==> src/smr_pkg.sv <==
`default_nettype none
package smr_pkg;
  localparam logic [15:0] ADDR_LV_CONTROL  = 16'hFF50;
  localparam logic [15:0] ADDR_LEVEL_SEL   = 16'hFF51;
  localparam logic [15:0] ADDR_RESET_CAUSE = 16'hFF54;
  localparam int          BIT_DETECT_EN    = 7;
  localparam int          BIT_ACTION_SEL   = 1;
  localparam int          BIT_LOW_FLAG     = 0;
  localparam int          BIT_LV_CAUSE     = 0;
  localparam int          BIT_WDT_CAUSE    = 4;
  localparam logic [7:0]  RST_LV_CONTROL   = 8'h00;
  localparam logic [3:0]  RST_LEVEL_CODE   = 4'h0;
  localparam logic [3:0]  LEVEL_CODE_MAX   = 4'h9;

  // Processor memory-bus request
  typedef struct packed {
    logic        rd;
    logic        wr;
    logic [15:0] addr;
    logic [7:0]  wdata;
  } smr_bus_req_t;

  // Supervisor and reset-source inputs
  typedef struct packed {
    logic poc_low;
    logic ext_rst;
    logic wdt_rst;
    logic lvd_low;
  } smr_cause_t;
endpackage
`default_nettype wire

==> src/smr_supply_monitor.sv <==
`timescale 1ns/1ps
`default_nettype none
module smr_supply_monitor
  import smr_pkg::*;
(
  input  wire logic         mclk,
  input  wire logic         arst_n,
  input  wire smr_bus_req_t bus_req,
  input  wire smr_cause_t   cause,
  output logic [7:0]        bus_rdata,
  output logic              int_reset_req,
  output logic              detect_enable,
  output logic [3:0]        level_code,
  output logic              supply_low_irq,
  output logic              supply_low_irq_pulse
);
  logic       en_q, en_d;
  logic       md_q, md_d;
  logic       flag_q, flag_d;
  logic [3:0] lvl_q, lvl_d;
  logic       wdt_flag_q, wdt_flag_d;
  logic       lv_flag_q, lv_flag_d;
  logic [7:0] rdata_q, rdata_d;
  logic       rst_q, rst_d;
  logic       irq_q, irq_d;
  logic       lvd_rst;
  logic       hard_clr;
  logic       wr_ctl, wr_lvl, rd_cause;
  logic [7:0] ctl_view, cause_view;

  // Decode and register views
  always_comb begin
    wr_ctl   = bus_req.wr & (bus_req.addr == ADDR_LV_CONTROL);
    wr_lvl   = bus_req.wr & (bus_req.addr == ADDR_LEVEL_SEL);
    rd_cause = bus_req.rd & (bus_req.addr == ADDR_RESET_CAUSE);
    lvd_rst  = en_q & md_q & flag_q;
    hard_clr = cause.poc_low | cause.ext_rst;
    ctl_view = 8'h00;
    ctl_view[BIT_DETECT_EN]  = en_q;
    ctl_view[BIT_ACTION_SEL] = md_q;
    ctl_view[BIT_LOW_FLAG]   = flag_q;
    cause_view = 8'h00;
    cause_view[BIT_WDT_CAUSE] = wdt_flag_q;
    cause_view[BIT_LV_CAUSE]  = lv_flag_q;
  end

  // Control and level registers; detector reset holds them
  always_comb begin
    en_d  = en_q;
    md_d  = md_q;
    lvl_d = lvl_q;
    if (hard_clr || cause.wdt_rst) begin
      en_d  = RST_LV_CONTROL[BIT_DETECT_EN];
      md_d  = RST_LV_CONTROL[BIT_ACTION_SEL];
      lvl_d = RST_LEVEL_CODE;
    end else if (!lvd_rst) begin
      if (wr_ctl) begin
        en_d = bus_req.wdata[BIT_DETECT_EN];
        md_d = bus_req.wdata[BIT_ACTION_SEL];
      end
      if (wr_lvl) begin
        lvl_d = bus_req.wdata[3:0];
      end
    end
    flag_d = en_d & cause.lvd_low;
  end

  // Reset-cause flags; a set wins over a read clear
  always_comb begin
    wdt_flag_d = wdt_flag_q;
    lv_flag_d  = lv_flag_q;
    if (hard_clr) begin
      wdt_flag_d = 1'b0;
      lv_flag_d  = 1'b0;
    end else begin
      if (rd_cause) begin
        wdt_flag_d = 1'b0;
        lv_flag_d  = 1'b0;
      end
      if (cause.wdt_rst) begin
        wdt_flag_d = 1'b1;
      end
      if (lvd_rst) begin
        lv_flag_d = 1'b1;
      end
    end
  end

  // Read data, reset request and interrupt level
  always_comb begin
    rdata_d = 8'h00;
    if (bus_req.rd) begin
      case (bus_req.addr)
        ADDR_LV_CONTROL:  rdata_d = ctl_view;
        ADDR_LEVEL_SEL:   rdata_d = {4'h0, lvl_q};
        ADDR_RESET_CAUSE: rdata_d = cause_view;
        default:          rdata_d = 8'h00;
      endcase
    end
    rst_d = cause.poc_low | lvd_rst;
    irq_d = en_q & ~md_q & flag_q;
  end

  always_ff @(posedge mclk or negedge arst_n) begin
    if (!arst_n) begin
      en_q       <= 1'b0;
      md_q       <= 1'b0;
      flag_q     <= 1'b0;
      lvl_q      <= RST_LEVEL_CODE;
      wdt_flag_q <= 1'b0;
      lv_flag_q  <= 1'b0;
      rdata_q    <= 8'h00;
      rst_q      <= 1'b1;
      irq_q      <= 1'b0;
    end else begin
      en_q       <= en_d;
      md_q       <= md_d;
      flag_q     <= flag_d;
      lvl_q      <= lvl_d;
      wdt_flag_q <= wdt_flag_d;
      lv_flag_q  <= lv_flag_d;
      rdata_q    <= rdata_d;
      rst_q      <= rst_d;
      irq_q      <= irq_d;
    end
  end

  // Edge pulse for interrupt mode
  smr_rise_pulse u_irq_edge (
    .mclk   (mclk),
    .arst_n (arst_n),
    .level  (irq_q),
    .pulse  (supply_low_irq_pulse)
  );

  // Output drive
  assign bus_rdata      = rdata_q;
  assign int_reset_req  = rst_q;
  assign detect_enable  = en_q;
  assign level_code     = lvl_q;
  assign supply_low_irq = irq_q;
endmodule // smr_supply_monitor
`default_nettype wire

==> src/smr_rise_pulse.sv <==
`timescale 1ns/1ps
`default_nettype none
module smr_rise_pulse
  import smr_pkg::*;
(
  input  wire logic mclk,
  input  wire logic arst_n,
  input  wire logic level,
  output logic      pulse
);
  logic prev_q;
  logic prev_d;
  logic pulse_q;
  logic pulse_d;

  // One pulse on each low-to-high change
  always_comb begin
    prev_d  = level;
    pulse_d = level & ~prev_q;
  end

  always_ff @(posedge mclk or negedge arst_n) begin
    if (!arst_n) begin
      prev_q  <= 1'b0;
      pulse_q <= 1'b0;
    end else begin
      prev_q  <= prev_d;
      pulse_q <= pulse_d;
    end
  end

  assign pulse = pulse_q;
endmodule // smr_rise_pulse
`default_nettype wire

==> config.mk <==
export PLATFORM = sky130hd
export DESIGN_NAME = smr_supply_monitor
export DESIGN_NICKNAME = d
export VERILOG_FILES = /design/src/smr_pkg.sv /design/src/smr_supply_monitor.sv /design/src/smr_rise_pulse.sv
export SDC_FILE = /design/constraint.sdc
export NUM_CORES = 1
export LEC_CHECK = 0
export ABC_AREA = 1
export BUFFER_PORTS_ARGS = -buffer_cell sky130_fd_sc_hd__buf_4
export CORE_UTILIZATION = 40
export CTS_CLUSTER_DIAMETER = 50
export DETAILED_ROUTE_END_ITERATION = 12
export PLACE_DENSITY = 0.7
export SYNTH_ARGS = -nofsm -noshare
export SYNTH_HDL_FRONTEND = slang
export SYNTH_HIERARCHICAL = 1
export SYNTH_SLANG_ARGS = --single-unit
==> constraint.sdc <==
create_clock -name mclk -period 2.84 [get_ports mclk]
set_clock_uncertainty 0.05 [all_clocks]
set_input_delay 0.142 -clock mclk [delete_from_list [all_inputs] [get_ports mclk]]
set_output_delay 0.142 -clock mclk [all_outputs]
set_load 0.005 [all_outputs]
* Word-level counts from Yosys, hierarchy flattened *
Index checks and enable logic that the tools add are counted.
Widths: inputs -> output; s select.

storage, ports and cells
  register bits = 21
  bits of input ports = 32
  output and inout port bits = 16
  logic and storage cells = 51

cells by class
  equality and inequality tests = 4
  muxes and demuxes = 16
  bitwise operators = 13
  reduce and logical (&&, ||, !) cells = 7

operators with widths
  kind                  number
  $eq 16x16->1 const B  3
  $pmux 8 s3            1
  $mux 4                3
  $mux 1                11
  $and 1x1->1           9
  $mux 8                1
  $reduce_bool 3->1     2
  $reduce_and 2->1      2
  $reduce_bool 2->1     2
  $ne 2x1->1 const B    1
  $not 1->1             2
  $or 1x1->1            2
  $logic_or 1x1->1      1

* Longest topological paths before layout *
  word-level depth = 6
  depth in mapped cells = 9
  gate-level depth less buffers = 9

* Hierarchy *
The synthesis kept the hierarchy.

by module, submodules not included
  module              instances  cells an instance  area each (um^2)  seq. area each (um^2)
  smr_supply_monitor  1          111                918.4             426.7
  smr_rise_pulse      1          4                  60.1              50.0

* Worst setup path after synthesis *
Ideal clock, no wire load.

  path type = reg-to-reg
  start = reg en_q, in the netlist detect_enable
  end = reg en_q, in the netlist detect_enable
  setup time = 0.114 ns
  data arrival time = 0.957 ns
  data required time = 2.676 ns
  slack = 1.718 ns
  cell stages (with the launch flop) = 9
  buffers on the path = 0
  clock period less this slack = 1.122 ns
  cell sequence = dfrtp_1 > nand3_2 > nand2_2 > inv_2 > nand3_2 > nand2_1 > nand2_1 > nand2_2 > inv_1

on the way
  longest elaborated chain between the ends = 4
  elaborated cells between the ends (all ways) = 5
  those cells by class = 3 x mux; 2 x bitwise

RTL lines
  what                       RTL line                   RTL
  start: declaration         smr_supply_monitor.sv:17   logic en_q, en_d;
  start signal: assignment   smr_supply_monitor.sv:116  en_q <= en_d;
  $and 1x1->1 (2 in series)  smr_supply_monitor.sv:36   lvd_rst = en_q & md_q & flag_q;
  $mux 1 (*)                 smr_supply_monitor.sv:56   end else if (!lvd_rst) begin
  $mux 1 (*)                 smr_supply_monitor.sv:52   if (hard_clr || cause.wdt_rst) begin
  via en_d                   smr_supply_monitor.sv:17

Mark *: on every way through the listed nets, which the timed path passes. The rest lies on a longest branch.
A chain may end at the register's enable or synchronous reset.

* Worst setup path after layout *
  start = in cause[3] (netlist bit)
  end = reg lvl_q[1], in the netlist level_code[1]

on the way
  longest elaborated chain between the ends = 4
  elaborated cells between the ends (all ways) = 6
  those cells by class = 1 x eq/ne; 1 x mux; 1 x bitwise; 3 x reduce/logical

RTL lines
  what                                                              RTL line                   RTL
  start: declaration                                                smr_supply_monitor.sv:9    input wire smr_cause_t cause,
  $or 1x1->1 (*)                                                    smr_supply_monitor.sv:37   hard_clr = cause.poc_low | cause.ext_rst;
  $logic_or 1x1->1 (*)                                              smr_supply_monitor.sv:52
  $ne 2x1->1 (no source line) or $reduce_bool 2->1 (tied branches)  --
  $reduce_and 2->1 (no source line)                                 --
  end signal: assignment                                            smr_supply_monitor.sv:119  lvl_q <= lvl_d;
  end: declaration                                                  smr_supply_monitor.sv:20   logic [3:0] lvl_q, lvl_d;

Every way passes the cells marked *; elsewhere a longest branch is shown, timed or not.

==> flow_results.xml <==
<?xml version="1.0" encoding="UTF-8"?>
<metrics>
  <group name="outcome">
    <metric name="outcome" unit="">complete, no violations</metric>
  </group>
  <group name="clock_tree">
    <metric name="clkSinkCount" unit="">19</metric>
    <metric name="clock_path_buffers" unit="">2</metric>
    <metric name="worstSkewPairLatency" unit="ns">0.29</metric>
    <metric name="worst_setup_hold_path_clk_slew" unit="ns">0.10</metric>
    <metric name="cts-htree-levels" unit="">1</metric>
    <metric name="tritoncts_clock_tree" unit="">built</metric>
    <metric name="tritoncts.num_buffers" unit="">3</metric>
    <metric name="cts-root-buf" unit="">clkbuf_4</metric>
    <metric name="cts.repair.resized" unit="">0</metric>
  </group>
  <group name="die">
    <metric name="floorplan.die_area" unit="um^2">2650</metric>
    <metric name="rows" unit="">17</metric>
    <metric name="coreArea" unit="um^2">2250</metric>
    <metric name="fp.dieH" unit="um">51.5</metric>
    <metric name="floorplan.initialDensity" unit="">0.434</metric>
    <metric name="io-pin-count" unit="">48</metric>
    <metric name="floorplan_die_width" unit="um">51.5</metric>
  </group>
  <group name="worst_setup_path">
    <metric name="worst_path_largest_cell_delay" unit="ns">0.54</metric>
    <metric name="path_buf_inv" unit="">4</metric>
    <metric name="critical_path.top_delay_family" unit="">buffers and inverters</metric>
    <metric name="startpoint_type_of_the_worst_setup_path" unit="">input pin</metric>
    <metric name="worstPathArrival" unit="ns">1.43</metric>
    <metric name="crit_path_max_fanout" unit="">9</metric>
    <metric name="crit_type" unit="">in -&gt; reg</metric>
    <metric name="critical_path.slowest_cell" unit="">dlygate4sd3_1</metric>
    <metric name="crit_path_end_kind" unit="">flop</metric>
    <metric name="critical_path.cell_chain" unit="">dlygate4sd3_1 -&gt; buf_4 -&gt; nor2_1 -&gt; nand2_1 -&gt; inv_2 -&gt; nand2_1 -&gt; inv_1 -&gt; nand2_1 -&gt; nand2_1</metric>
    <metric name="required" unit="ns">3.03</metric>
    <metric name="cp_most_frequent_cell" unit="">nand2_1</metric>
  </group>
  <group name="min_path">
    <metric name="hold_path.class" unit="">in -&gt; reg</metric>
  </group>
  <group name="timing">
    <metric name="period_share" unit="">0.435</metric>
    <metric name="min_period" unit="ns">1.24</metric>
    <metric name="grt_setup_unrepaired" unit="">false</metric>
    <metric name="highest_clock_frequency_the_design_can_meet" unit="MHz">809</metric>
    <metric name="slew_violations" unit="">0</metric>
    <metric name="hold_viol" unit="">0</metric>
    <metric name="timing.setup.tns" unit="ns">0</metric>
    <metric name="finalSetupViolations" unit="">0</metric>
  </group>
  <group name="placed_design">
    <metric name="detailed_placer_s_ending_hpwl" unit="um">1600</metric>
    <metric name="gp_congestion" unit="">0.801</metric>
    <metric name="post-place-cells" unit="">184</metric>
    <metric name="port_buffers" unit="">42</metric>
  </group>
  <group name="power">
    <metric name="vdd_drop_max" unit="uV">328</metric>
    <metric name="power.leakage" unit="uW">0.000806</metric>
    <metric name="total_power" unit="uW">465</metric>
    <metric name="total_power_divided_by_cell_area" unit="nW/um^2">341</metric>
  </group>
  <group name="job">
    <metric name="cap_violations" unit="">0</metric>
  </group>
  <group name="detailed_routing">
    <metric name="vias" unit="">853</metric>
    <metric name="dr.first_iter.drc_count" unit="">20</metric>
    <metric name="drt_first_pass_iters" unit="">4</metric>
    <metric name="drcViolationCount" unit="">0</metric>
    <metric name="totalWireLength" unit="um">1970</metric>
    <metric name="avgRoutedWirePerCell" unit="um">10.4</metric>
    <metric name="vias_per_cell" unit="">4.49</metric>
    <metric name="drt.antenna.violating_nets" unit="">0</metric>
  </group>
  <group name="synthesis">
    <metric name="synth_top_area_cell" unit="">dfrtp_1</metric>
    <metric name="synthDistinctLibCells" unit="">21</metric>
    <metric name="ys.warnings.count" unit="">6</metric>
    <metric name="synthesis.area" unit="um^2">978</metric>
    <metric name="seq_total_area_yosys" unit="">0.487</metric>
    <metric name="synthTopCellsByArea" unit="">dfrtp_1 (46%), nand2_1 (8.4%), nand3_1 (8.2%)</metric>
    <metric name="syn-instance-count" unit="">115</metric>
    <metric name="post_synth.cell_area_avg" unit="um^2">8.51</metric>
    <metric name="synth.ff_latch_count" unit="">19</metric>
    <metric name="netlist.area_leader.share" unit="">0.460</metric>
  </group>
  <group name="layout">
    <metric name="layout.filler_cells" unit="">207</metric>
    <metric name="areaGrowthSynthToFinish" unit="%">39.5</metric>
    <metric name="final_nets" unit="">195</metric>
    <metric name="drive_gt1_frac" unit="">0.438</metric>
    <metric name="number_of_standard_cells_in_the_layout_taps_in_and_fillers_out" unit="">190</metric>
    <metric name="num_antenna_cells" unit="">0</metric>
  </group>
  <group name="grt">
    <metric name="overflow" unit="">0</metric>
    <metric name="grt_max_degree" unit="">20</metric>
    <metric name="grt_antenna_before_repair" unit="">0</metric>
    <metric name="gr-usage-all-layers" unit="">0.175</metric>
    <metric name="number_of_global_route_vias_before_repair" unit="">803</metric>
    <metric name="grt_first_pass_wirelength" unit="um">3350</metric>
  </group>
</metrics>
==> stage by stage <==
step	worst slack [ns]	utilization	cell area (um^2)	hold slack (ns)
6_report	1.60	0.605	1370	0.0170
5_1_grt	1.51	0.605	1370	0.00740
4_1_cts	1.61	0.605	1370	0.0156
3_5_place_dp	1.64	0.584	1320	-0.0217
3_3_place_gp	1.66	0.584	1320	-0.0293
2_1_floorplan	1.72	-	982	-0.204
==> layout by cell type, fill, tap and decap left out, types with 2 or more instances in the layout <==
cell | synthesis | final
buf_4 | 2 | 42
nand2_1 | 22 | 22
dfrtp_1 | 18 | 18
inv_1 | 16 | 16
nand3_1 | 16 | 16
nor2_1 | 8 | 8
inv_2 | 7 | 7
nand2_2 | 5 | 5
nor2_2 | 4 | 4
clkbuf_4 | 0 | 3
nand3b_1 | 2 | 2
nor2_8 | 2 | 2
nor2_4 | 2 | 2
nand3_2 | 2 | 2
a21oi_1 | 2 | 2
conb_1 | 1 | 2
dlygate4sd3_1 | 0 | 2
==> cell usage after synthesis, drive strengths merged <==
| master | number |
|---|---|
| o21ai | 2 |
| nand3 | 18 |
| a21boi | 1 |
| nand2 | 28 |
| a21oi | 2 |
| dfrtp | 18 |
| nor2 | 16 |
| buf | 2 |
| inv | 23 |
| nand3b | 3 |
| dfstp | 1 |
| conb | 1 |
==> power breakdown <==
part | switching, uW | internal, uW | total (uW)
logic | 26.1 | 33.2 | 59.3
registers | 0.632 | 272 | 273
clock network | 80.1 | 52.5 | 133
==> state kept, by name (all words and copies together), names as in the netlist <==
name               cells
bus_rdata              6
detect_enable          1
flag_q                 1
int_reset_req          1
level_code             4
lv_flag_q              1
md_q                   1
supply_low_irq         1
u_irq_edge/prev_q      1
u_irq_edge/pulse       1
wdt_flag_q             1
==> repair_timing <==
action,4_1_cts,5_1_grt
buffers inserted,0,0
hold buffers,2,0
hold endpoints to repair,20,0
==> area by class of cell <==
| cell class | instances | area [um^2] | area share |
|---|---|---|---|
| clock buffer | 3 | 22.5 | 0.0165 |
| timing repair buffer | 44 | 335 | 0.246 |
| multi-input combinational | 72 | 404 | 0.296 |
| sequential | 19 | 477 | 0.349 |
| clock inverter | 1 | 5.00 | 0.00367 |
| inverter | 23 | 86.3 | 0.0632 |
| tap | 28 | 35.0 | 0.0257 |
==> path summary, 6_finish.rpt <==
path,end,from,depth (start not counted),slack (ns)
worst max-delay path,level_code[1],cause[3],9,1.60
worst min-delay path,flag_q,cause[0],3,0.02
worst max register to register,detect_enable,detect_enable,8,1.64
worst min register to register,u_irq_edge/prev_q,supply_low_irq,0,0.36
max in group asynchronous,int_reset_req,arst_n,2,2.29
min in group asynchronous,bus_rdata[4],arst_n,2,0.19
==> routing by layer <==
layer	track usage	wire, um	vias up
met5	0	0	-
met3	0.0625	98	2
li1	-	-	440
met4	0.0315	20	0
met2	0.333	1020	21
met1	0.182	830	390
==> worst reg2reg max path, stage by stage (launching register included) <==
cell	delay, ns
dfrtp_1	0.45
nand3_2	0.12
nand2_2	0.10
inv_2	0.07
nand3_2	0.08
nand2_1	0.07
nand2_1	0.06
nand2_2	0.07
inv_1	0.04
==> kinds of logic after synthesis <==
| group | synth area share |
|---|---|
| compound gates | 0.0281 |
| buf+inv | 0.104 |
| flops | 0.487 |
| other cells | 0.00383 |
| simple gates | 0.377 |
Power figures use the tool's default switching activity.
